**config.mk**
```make
export PLATFORM = sky130hd
export DESIGN_NAME = sce_device_flat
export DESIGN_NICKNAME = d
export VERILOG_FILES = /design/src/verilog/sce_pkg.sv /design/src/verilog/sce_link_if.sv /design/src/verilog/sce_device.sv /design/src/flat_wrapper.sv
export SDC_FILE = /design/constraint.sdc
export NUM_CORES = 1
export LEC_CHECK = 0
export ABC_CLOCK_PERIOD_IN_PS = 3100
export BUFFER_PORTS_ARGS = -buffer_cell sky130_fd_sc_hd__buf_2
export CAP_MARGIN = 5
export CORE_MARGIN = 3
export CORE_UTILIZATION = 45
export CTS_CLUSTER_SIZE = 8
export DETAILED_ROUTE_END_ITERATION = 10
export PLACE_DENSITY_LB_ADDON = 0.08
export SYNTH_ARGS = -nofsm -noshare
export SYNTH_HDL_FRONTEND = slang
export SYNTH_SLANG_ARGS = --single-unit
```
**constraint.sdc**
```tcl
create_clock -name ref_clk -period 3.1 [get_ports ref_clk]
set_input_delay 0.62 -clock ref_clk [delete_from_list [all_inputs] [get_ports ref_clk]]
set_output_delay 0.62 -clock ref_clk [all_outputs]
set_load 0.05 [all_outputs]
```
**src/verilog/sce_pkg.sv**
```systemverilog
package sce_pkg;
    // Clock and timing
    localparam int CLK_HZ = 100_000_000;
    localparam int RESET_HOLD_MS = 70;
    localparam int RESET_HOLD_CYC = RESET_HOLD_MS * (CLK_HZ / 1000);
    localparam int BEEP_HZ = 2500;
    localparam int BEEP_HALF_CYC = CLK_HZ / (2 * BEEP_HZ);
    localparam int WDOG_CYC = 1024;
    localparam int MOTOR_TIMEOUT_CYC = 4000;
    localparam int BAUD_DIV_DEFAULT = 868;
    // Parameter store layout
    localparam int NV_WORDS = 4;
    localparam int NV_IDX_BAUD = 0;
    localparam int NV_IDX_FRAME = 1;
    localparam int NV_IDX_CHECK = 3;
    localparam logic [15:0] NV_CHECK_GOOD = 16'hA55A;
    localparam logic [15:0] DEF_BAUD = 16'h0364;
    localparam logic [15:0] DEF_FRAME = 16'h0001;
    localparam logic [15:0] DEF_SPARE = 16'h0000;
    localparam int FRAME_BIT_HS = 0;
    localparam int FRAME_BIT_TWO_STOP = 1;
    localparam int CNT_W = 24;
    localparam int DIV_W = 16;
    localparam int BITS_W = 4;
    localparam logic [BITS_W-1:0] FRAME_BITS_ONE = 4'hA;
    localparam logic [BITS_W-1:0] FRAME_BITS_TWO = 4'hB;

    typedef enum {
        SCE_HOLD, SCE_CHECK, SCE_COPY, SCE_DEFAULT, SCE_RUN
    } sce_init_t;
    typedef enum {SCE_TX_IDLE, SCE_TX_WAIT, SCE_TX_SHIFT} sce_tx_t;

    // Saturating decrement used by several counters
    function automatic logic [CNT_W-1:0] sce_dec(input logic [CNT_W-1:0] v);
        return (v == '0) ? '0 : v - 1'b1;
    endfunction
endpackage
```
**src/verilog/sce_link_if.sv**
```systemverilog
interface sce_link_if;
    logic scan_req_n;      // Trigger, active low
    logic aim_n;           // Aim, active low
    logic txd;             // Device to host serial
    logic rxd;             // Host to device serial
    logic cts_n;           // Host permits sending
    logic rts;             // Device has data
    logic beeper_n_o;      // Open collector pull-down, low while active
    logic beeper_n_oe;
    logic beeper_n;        // Resolved wire level
    assign beeper_n = beeper_n_oe ? beeper_n_o : 1'b1;
    modport dev(input scan_req_n, aim_n, rxd, cts_n,
        output txd, rts, beeper_n_o, beeper_n_oe);
    modport host(output scan_req_n, aim_n, rxd, cts_n,
        input txd, rts, beeper_n);
endinterface

```
**src/verilog/sce_device.sv**
```systemverilog
// How it works
// - Hold controller in reset 70 ms.
// - Supply dropout below 2.8 V resets.
// - After reset check store, copy good parameters.
// - Faulty store gets defaults in RAM and store.
// - Fault flag cleared only on host request; code also clears it when a later store check passes.
// - Watchdog handled internally, never host configured.
// - Motor failure forces laser emitter off.
// - Frame signal toggles at scan line edges.
// - Scan request active low; ground starts scan.
// - Serial data leaves on TxD.
// - Host drives RxD from its transmitter.
// - With handshake, wait for CTS before sending.
// - With handshake, RTS shows data waiting.
// - RTS and CTS used only together.
// - Beeper 2.5 kHz square, half duty.
// - Aim left high during normal scanning.
// - Scan, motor, laser follow host inputs.
// - Pattern pulses track bar and space widths.
module sce_device
    import sce_pkg::*;
#(
    parameter int RESET_HOLD = RESET_HOLD_CYC
)(
    input wire logic ref_clk,
    input wire logic arst_n,
    sce_link_if.dev link,
    input wire logic supply_low,
    input wire logic motor_swing,
    input wire logic bar_edge_in,
    input wire logic beep_req,
    input wire logic repair_req,
    input wire logic [7:0] tx_data,
    input wire logic tx_valid,
    output logic tx_ready,
    output logic [15:0] nv_wdata,
    output logic [1:0] nv_addr,
    output logic nv_we,
    input wire logic [15:0] nv_rdata,
    output logic ctrl_ready,
    output logic nv_fault,
    output logic wdog_bite,
    output logic motor_on,
    output logic laser_emitter,
    output logic scan_line_frame,
    output logic digitized_pattern
);
    import sce_pkg::*;

    logic [CNT_W-1:0] hold_reg;
    sce_init_t init_reg;
    logic [1:0] idx_reg;
    logic fault_reg;
    logic [DIV_W-1:0] baud_reg;
    logic [15:0] frame_reg;
    logic [2:0] s1_reg, s2_reg;
    logic [CNT_W-1:0] wd_reg, motor_reg, beep_reg;
    logic beep_lvl_reg, frame_reg_q, pat_reg, swing_q;
    // Two-entry buffer
    logic [7:0] buf_mem [2];
    logic wp_reg, rp_reg;
    logic [1:0] cnt_reg;
    // Transmitter
    sce_tx_t tx_reg;
    logic [9:0] sh_reg;
    logic [BITS_W-1:0] bit_reg;
    logic [DIV_W-1:0] div_reg;
    logic txd_reg, rts_reg;

    wire run = (init_reg == SCE_RUN);
    wire trig = ~s2_reg[0];
    wire aim = ~s2_reg[1];
    wire hs_on = frame_reg[FRAME_BIT_HS];
    wire cts_ok = ~hs_on | ~s2_reg[2];
    wire motor_ok = (motor_reg != '0);
    wire buf_push = tx_valid & tx_ready;
    wire buf_pop = (tx_reg == SCE_TX_WAIT) & cts_ok & (cnt_reg != 2'd0);
    wire [BITS_W-1:0] n_bits = frame_reg[FRAME_BIT_TWO_STOP] ?
        FRAME_BITS_TWO : FRAME_BITS_ONE;
    wire swing_edge = motor_swing ^ swing_q;
    wire check_ok = (nv_rdata == NV_CHECK_GOOD);
    wire [15:0] def_word = (idx_reg == 2'(NV_IDX_BAUD)) ? DEF_BAUD :
        (idx_reg == 2'(NV_IDX_FRAME)) ? DEF_FRAME :
        (idx_reg == 2'(NV_IDX_CHECK)) ? NV_CHECK_GOOD : DEF_SPARE;

    // Power-on and dropout hold counter
    always_ff @(posedge ref_clk or negedge arst_n) begin
        if (!arst_n) begin
            hold_reg <= CNT_W'(RESET_HOLD);
        end else if (supply_low) begin
            hold_reg <= CNT_W'(RESET_HOLD);
        end else begin
            hold_reg <= sce_dec(hold_reg);
        end
    end

    // Parameter store check, copy and default load
    always_ff @(posedge ref_clk or negedge arst_n) begin
        if (!arst_n) begin
            init_reg <= SCE_HOLD;
            idx_reg <= 2'd0;
            fault_reg <= 1'b0;
            baud_reg <= DIV_W'(BAUD_DIV_DEFAULT);
            frame_reg <= DEF_FRAME;
        end else if (supply_low || hold_reg != '0) begin
            init_reg <= SCE_HOLD;
            idx_reg <= 2'd0;
        end else begin
            case (init_reg)
                SCE_HOLD: begin
                    init_reg <= SCE_CHECK;
                    idx_reg <= 2'(NV_IDX_CHECK);
                end
                SCE_CHECK: begin
                    idx_reg <= 2'd0;
                    fault_reg <= ~check_ok;
                    init_reg <= check_ok ? SCE_COPY : SCE_DEFAULT;
                end
                SCE_COPY: begin
                    if (idx_reg == 2'(NV_IDX_BAUD)) begin
                        baud_reg <= nv_rdata;
                    end
                    if (idx_reg == 2'(NV_IDX_FRAME)) begin
                        frame_reg <= nv_rdata;
                    end
                    idx_reg <= idx_reg + 2'd1;
                    if (idx_reg == 2'(NV_WORDS - 1)) begin
                        init_reg <= SCE_RUN;
                    end
                end
                SCE_DEFAULT: begin
                    baud_reg <= DEF_BAUD;
                    frame_reg <= DEF_FRAME;
                    idx_reg <= idx_reg + 2'd1;
                    if (idx_reg == 2'(NV_WORDS - 1)) begin
                        init_reg <= SCE_RUN;
                    end
                end
                default: begin
                    // Repair only when asked
                    if (repair_req && fault_reg) begin
                        init_reg <= SCE_DEFAULT;
                        idx_reg <= 2'd0;
                        fault_reg <= 1'b0;
                    end
                end
            endcase
        end
    end

    assign nv_addr = idx_reg;
    assign nv_wdata = def_word;
    assign nv_we = (init_reg == SCE_DEFAULT);
    assign ctrl_ready = run;
    assign nv_fault = fault_reg;

    // Input synchronisers: trigger, aim, clear-to-send
    always_ff @(posedge ref_clk or negedge arst_n) begin
        if (!arst_n) begin
            s1_reg <= 3'h7;
            s2_reg <= 3'h7;
        end else begin
            s1_reg <= {link.cts_n, link.aim_n, link.scan_req_n};
            s2_reg <= s1_reg;
        end
    end

    // Internal watchdog, counts only while shifting a bit, reloaded at each bit end and whenever not running
    always_ff @(posedge ref_clk or negedge arst_n) begin
        if (!arst_n) begin
            wd_reg <= CNT_W'(WDOG_CYC);
            wdog_bite <= 1'b0;
        end else if (!run || tx_reg != SCE_TX_SHIFT || div_reg == '0) begin
            wd_reg <= CNT_W'(WDOG_CYC);
            wdog_bite <= 1'b0;
        end else begin
            wd_reg <= sce_dec(wd_reg);
            wdog_bite <= (wd_reg == CNT_W'(1));
        end
    end

    // Motor supervision, scan line framing and pattern
    always_ff @(posedge ref_clk or negedge arst_n) begin
        if (!arst_n) begin
            motor_reg <= '0;
            swing_q <= 1'b0;
            frame_reg_q <= 1'b0; // Matches swing_q, no false edge
            pat_reg <= 1'b0;
        end else begin
            swing_q <= motor_swing;
            motor_reg <= swing_edge ? CNT_W'(MOTOR_TIMEOUT_CYC) :
                sce_dec(motor_reg);
            frame_reg_q <= motor_swing;
            pat_reg <= bar_edge_in & laser_emitter;
        end
    end

    assign motor_on = run & (trig | aim);
    assign laser_emitter = motor_on & motor_ok;
    assign scan_line_frame = frame_reg_q;
    assign digitized_pattern = pat_reg;

    // Beeper square wave, half period counter
    always_ff @(posedge ref_clk or negedge arst_n) begin
        if (!arst_n) begin
            beep_reg <= '0;
            beep_lvl_reg <= 1'b0;
        end else if (!beep_req || !run) begin
            beep_reg <= '0;
            beep_lvl_reg <= 1'b0;
        end else if (beep_reg == '0) begin
            beep_reg <= CNT_W'(BEEP_HALF_CYC - 1);
            beep_lvl_reg <= ~beep_lvl_reg;
        end else begin
            beep_reg <= beep_reg - CNT_W'(1);
        end
    end

    assign link.beeper_n_o = 1'b0;
    assign link.beeper_n_oe = beep_lvl_reg;

    // Two-entry buffer in front of the transmitter
    assign tx_ready = run & (cnt_reg != 2'd2);
    always_ff @(posedge ref_clk) begin
        if (buf_push) begin
            buf_mem[wp_reg] <= tx_data;
        end
    end
    always_ff @(posedge ref_clk or negedge arst_n) begin
        if (!arst_n) begin
            wp_reg <= 1'b0;
            rp_reg <= 1'b0;
            cnt_reg <= 2'd0;
        end else begin
            wp_reg <= wp_reg ^ buf_push;
            rp_reg <= rp_reg ^ buf_pop;
            cnt_reg <= cnt_reg + 2'(buf_push) - 2'(buf_pop);
        end
    end

    // Serial transmitter, start bit, 8 data bits LSB first, stop
    always_ff @(posedge ref_clk or negedge arst_n) begin
        if (!arst_n) begin
            tx_reg <= SCE_TX_IDLE;
            sh_reg <= '1;
            bit_reg <= '0;
            div_reg <= '0;
            txd_reg <= 1'b1;
            rts_reg <= 1'b0;
        end else begin
            case (tx_reg)
                SCE_TX_IDLE: begin
                    txd_reg <= 1'b1;
                    rts_reg <= 1'b0;
                    if (run && cnt_reg != 2'd0) begin
                        tx_reg <= SCE_TX_WAIT;
                    end
                end
                SCE_TX_WAIT: begin
                    rts_reg <= hs_on;
                    if (cnt_reg == 2'd0) begin
                        tx_reg <= SCE_TX_IDLE;
                    end else if (cts_ok) begin
                        sh_reg <= {1'b1, buf_mem[rp_reg], 1'b0};
                        bit_reg <= n_bits;
                        div_reg <= baud_reg;
                        tx_reg <= SCE_TX_SHIFT;
                    end
                end
                default: begin
                    txd_reg <= sh_reg[0];
                    if (div_reg != '0) begin
                        div_reg <= div_reg - DIV_W'(1);
                    end else begin
                        div_reg <= baud_reg;
                        sh_reg <= {1'b1, sh_reg[9:1]};
                        bit_reg <= bit_reg - BITS_W'(1);
                        if (bit_reg == BITS_W'(1)) begin
                            tx_reg <= SCE_TX_WAIT;
                        end
                    end
                end
            endcase
        end
    end

    assign link.txd = txd_reg;
    assign link.rts = rts_reg;
endmodule

```
**src/flat_wrapper.sv**
```systemverilog
// flat-port wrapper written by rule: the top's interface ports become plain ports
module sce_device_flat import sce_pkg::*;
#(
    parameter int RESET_HOLD = RESET_HOLD_CYC
)
  (ref_clk, arst_n, supply_low, motor_swing, bar_edge_in, beep_req, repair_req, tx_data, tx_valid, tx_ready, nv_wdata, nv_addr, nv_we, nv_rdata, ctrl_ready, nv_fault, wdog_bite, motor_on, laser_emitter, scan_line_frame, digitized_pattern, link_scan_req_n, link_aim_n, link_rxd, link_cts_n, link_txd, link_rts, link_beeper_n_o, link_beeper_n_oe);
  sce_link_if link_i ();
  input wire logic ref_clk;
  input wire logic arst_n;
  input wire logic supply_low;
  input wire logic motor_swing;
  input wire logic bar_edge_in;
  input wire logic beep_req;
  input wire logic repair_req;
  input wire logic [7:0] tx_data;
  input wire logic tx_valid;
  output logic tx_ready;
  output logic [15:0] nv_wdata;
  output logic [1:0] nv_addr;
  output logic nv_we;
  input wire logic [15:0] nv_rdata;
  output logic ctrl_ready;
  output logic nv_fault;
  output logic wdog_bite;
  output logic motor_on;
  output logic laser_emitter;
  output logic scan_line_frame;
  output logic digitized_pattern;
  input wire logic [$bits(link_i.scan_req_n)-1:0] link_scan_req_n;
  input wire logic [$bits(link_i.aim_n)-1:0] link_aim_n;
  input wire logic [$bits(link_i.rxd)-1:0] link_rxd;
  input wire logic [$bits(link_i.cts_n)-1:0] link_cts_n;
  output wire logic [$bits(link_i.txd)-1:0] link_txd;
  output wire logic [$bits(link_i.rts)-1:0] link_rts;
  output wire logic [$bits(link_i.beeper_n_o)-1:0] link_beeper_n_o;
  output wire logic [$bits(link_i.beeper_n_oe)-1:0] link_beeper_n_oe;
  assign link_i.scan_req_n = link_scan_req_n;
  assign link_i.aim_n = link_aim_n;
  assign link_i.rxd = link_rxd;
  assign link_i.cts_n = link_cts_n;
  assign link_txd = link_i.txd;
  assign link_rts = link_i.rts;
  assign link_beeper_n_o = link_i.beeper_n_o;
  assign link_beeper_n_oe = link_i.beeper_n_oe;
  sce_device #(.RESET_HOLD(RESET_HOLD)) u_core (.ref_clk(ref_clk), .arst_n(arst_n), .link(link_i), .supply_low(supply_low), .motor_swing(motor_swing), .bar_edge_in(bar_edge_in), .beep_req(beep_req), .repair_req(repair_req), .tx_data(tx_data), .tx_valid(tx_valid), .tx_ready(tx_ready), .nv_wdata(nv_wdata), .nv_addr(nv_addr), .nv_we(nv_we), .nv_rdata(nv_rdata), .ctrl_ready(ctrl_ready), .nv_fault(nv_fault), .wdog_bite(wdog_bite), .motor_on(motor_on), .laser_emitter(laser_emitter), .scan_line_frame(scan_line_frame), .digitized_pattern(digitized_pattern));
endmodule
```
==> impl_metrics.env <==
export IMPL_die_w_um=148
export IMPL_layout_skew_ps=13.6
export IMPL_layout_commonest_cell="dfrtp_1"
export IMPL_hold_buffers=0
export IMPL_grt_setup_unrepaired="false"
export IMPL_tritoncts_num_buffers=17
export IMPL_global_route_usage_total_pct=18.7
export IMPL_via_per_inst=5.33
export IMPL_r2r_end="u_core.motor_reg[16]$_DFF_PN0_"
export IMPL_combinationalPowerShare_pct=6.4
export IMPL_startpoint_class="register"
export IMPL_critical_path_top_delay_family="simple AND/OR/NAND/NOR gates"
export IMPL_tritoncts="done"
export IMPL_cp_slowest_stage_delay_ps=560
export IMPL_p_seq_share_pct=49.4
export IMPL_finalInstanceArea_um2=10300
export IMPL_critPathKind="reg2out"
export IMPL_synth_edff_count=16
export IMPL_routed_len_inst_um=15.9
export IMPL_critical_path_endpoint="laser_emitter"
export IMPL_finalHoldViolCount=0
export IMPL_via_count_of_the_first_global_routing_pass=6767
export IMPL_worst_path_max_fanout=4
export IMPL_slew_limit_headroom_pct=25.2
export IMPL_netSwitchingFraction_pct=24.1
export IMPL_cts_root_buf="clkbuf_16"
export IMPL_status="completed"
export IMPL_netSwitchingPower_mw=1.24
export IMPL_cts_htree_levels=4
export IMPL_grt_start_max_net_pins=73
export IMPL_report_power_total_mw=5.14
export IMPL_num_vias=6524
export IMPL_totalWireLength_um=19400
export IMPL_critical_path_depth=5
export IMPL_final_net_count=1004
export IMPL_post_route_cells_drive_above_1_share_pct=18.5
export IMPL_n_fill_cell=1845
export IMPL_rrSetupSlack_ps=470
export IMPL_timing_rr_start="u_core.motor_reg[19]$_DFF_PN0_"
export IMPL_cell_area_after_placement_um2=9620
export IMPL_critical_path_endpoint_type="output pin"
export IMPL_flow_area_growth_from_synthesis_pct=13.2
export IMPL_area_of_the_mapped_netlist_um2=9070
export IMPL_drt_pass1_iter_count=5
export IMPL_floorplan_io_pins=67
export IMPL_data_arrival_at_the_endpoint_of_the_critical_path_ps=2380
export IMPL_launch_point_of_the_critical_path="u_core.motor_reg[19]$_DFF_PN0_"
export IMPL_route_detailed_drc=0
export IMPL_tightestPinTransition_ps=1110
export IMPL_die_height_um=148
export IMPL_critical_path_rt_ps=2480
export IMPL_leakage_power_nw=4.77
export IMPL_final_min_period_over_clock_period_pct=96.8
export IMPL_timing_final_setup_violations=0
export IMPL_cpMostUsedCell="or4_4"
export IMPL_synthesis_area_per_instance_um2=10.2
export IMPL_maxCapViolCount=0
export IMPL_worstPathBufferInverterCount=1
export IMPL_synth_cell_types=65
export IMPL_commonest_non_fill_non_tap_cells_in_the_layout="131 x dfrtp_1, 116 x nor2_1, 68 x nand2_1"
export IMPL_cellInternalPower_mw=3.90
export IMPL_power_density_nw_per_um2=500
export IMPL_drt_antenna_net_count=0
export IMPL_diodes_inserted=0
export IMPL_postSynth_topFlopCell="dfrtp_1"
export IMPL_place_congestion=0.832
export IMPL_synth_async_sr_flop_share_pct=91.3
export IMPL_ys_seq_area_share_pct=51.8
export IMPL_worstRegToRegCells=7
export IMPL_slowest_stage="or4_4"
export IMPL_detail_placement_hpwl_um=13800
export IMPL_worst_hold_path_type="in2async"
export IMPL_clk_path_buf_depth=2
export IMPL_share_clk_of_total_power_pct=44.2
export IMPL_post_synthesis_register_bit_count=183
export IMPL_max_slew_violation_count=0
export IMPL_grt_antenna_before_repair=0
export IMPL_placement_rows=51
export IMPL_fin_crit_ps=3000
export IMPL_cts_sink_count=183
export IMPL_synth_cells=888
export IMPL_cts_reportedPaths_clkPinSlew_ps=70
export IMPL_finalSetupTns_ps=0
export IMPL_clock_fmax_mhz=333
export IMPL_ys_warnings_count=0
export IMPL_placement_io_buffers=60
export IMPL_series_of_cell_instances_along_the_critical_path="or4_4 -> or4_4 -> nor4_4 -> nor2b_2 -> buf_6"
export IMPL_die_area_um2=21900
export IMPL_coreArea_um2=19700
export IMPL_initial_utilization_pct=46.2
export IMPL_globalRouteOverflowTotal=0
export IMPL_irDropWorstVdd_mv=0.371
export IMPL_drt_iter0_markers=337
export IMPL_worst_skew_pair_late_latency_ps=440
export IMPL_grt_pass1_wl_um=33200
==> synthesized netlist by cell type (5+ instances only) <==
cell | number | area, um^2
or4_1 | 20 | 150
o21ai_0 | 48 | 240
clkbuf_1 | 23 | 86.3
nand3b_1 | 8 | 60.1
nor2b_1 | 9 | 56.3
nor3_1 | 34 | 170
xor2_1 | 35 | 307
edfxtp_1 | 16 | 480
o21a_1 | 5 | 37.5
a221o_1 | 7 | 70.1
nand4_1 | 5 | 31.3
nand2_1 | 68 | 255
mux2i_1 | 9 | 90.1
o22a_1 | 5 | 43.8
buf_4 | 15 | 113
nand3_1 | 20 | 100
ha_1 | 22 | 275
nand2b_1 | 10 | 62.6
inv_1 | 34 | 128
dfstp_2 | 35 | 920
dfrtp_1 | 132 | 3300
a21oi_1 | 40 | 200
nor2_1 | 116 | 435
and2_1 | 5 | 31.3
mux2_2 | 7 | 78.8
nor4_1 | 18 | 113
or3_1 | 11 | 68.8
xnor2_1 | 49 | 429
==> area by class of cell <==
| cell class | instances | area (um^2) | share of cell area (%) |
|---|---|---|---|
| clock buffers | 17 | 425 | 4.14 |
| clock inverters | 15 | 194 | 1.89 |
| inverters | 34 | 128 | 1.24 |
| multi-input cells | 629 | 4010 | 39.0 |
| flip-flops and latches | 183 | 4700 | 45.8 |
| well taps | 265 | 332 | 3.23 |
| repair buffers | 81 | 483 | 4.70 |
==> power groups by stage <==
stage                     registers, mW  logic, mW  clock network [mW]
after CTS                          2.54      0.335                2.32
after floorplan                    2.57      0.206                   0
after detailed placement           2.58      0.333                   0
after global placement             2.58      0.323                   0
final                              2.54      0.329                2.27
after global routing               2.55      0.378                2.43
==> how the worst min path moves through the flow <==
stage                     slack (ps)                                to  depth (start not counted)                       start
after global placement           350        u_core.s2_reg[1]$_DFF_PN1_                          0  u_core.s1_reg[1]$_DFF_PN1_
after CTS                        220     u_core.beep_reg[16]$_DFF_PN0_                          1                      arst_n
after global routing             260  u_core.scan_line_frame$_DFF_PN0_                          1                      arst_n
after detailed placement         350        u_core.s2_reg[0]$_DFF_PN1_                          0  u_core.s1_reg[0]$_DFF_PN1_
after floorplan                  320    u_core.baud_reg[0]$_DFFE_PN0P_                          0                      arst_n
final                            210     u_core.beep_reg[16]$_DFF_PN0_                          1                      arst_n
==> metrics by stage <==
step	worst slack [ps]	hold slack, ps	utilization [%]	std cells
finish	99.8	214	52.3	1224
global route	9.87	258	52.3	1224
CTS	2.01	224	52.2	1224
detailed placement	277	350	49.0	1191
global placement	307	348	49.0	1191
floorplan	78.0	324	-	892
==> cells by family after synthesis <==
logic type	synth area share [%]
AOI/OAI and AO/OA	9.78
xor gates and xnor gates	8.11
adders and majority gates	3.03
buffers and inverters	4.32
DFF	51.8
muxes	1.86
other	0.0413
and+or+nand+nor	21.0
==> layer usage <==
layer | part of all wire (%) | vias to the layer above | track usage (%) | wire length (um)
li1 | - | 3197 | - | -
met1 | 45 | 3196 | 23.5 | 8730
met2 | 50 | 101 | 32.0 | 9640
met3 | 3.2 | 30 | 3.92 | 619
met4 | 2.2 | 0 | 6.61 | 435
met5 | 0 | - | 0 | 0
==> what timing repair did <==
item                                    CTS  global route
endpoints found under the hold margin     0             0
endpoints found under the setup margin    1             1
pin swaps                                 1             1
gates resized for setup                   3             4
buffers inserted                          1             0
(Power assumes the default switching activity.)
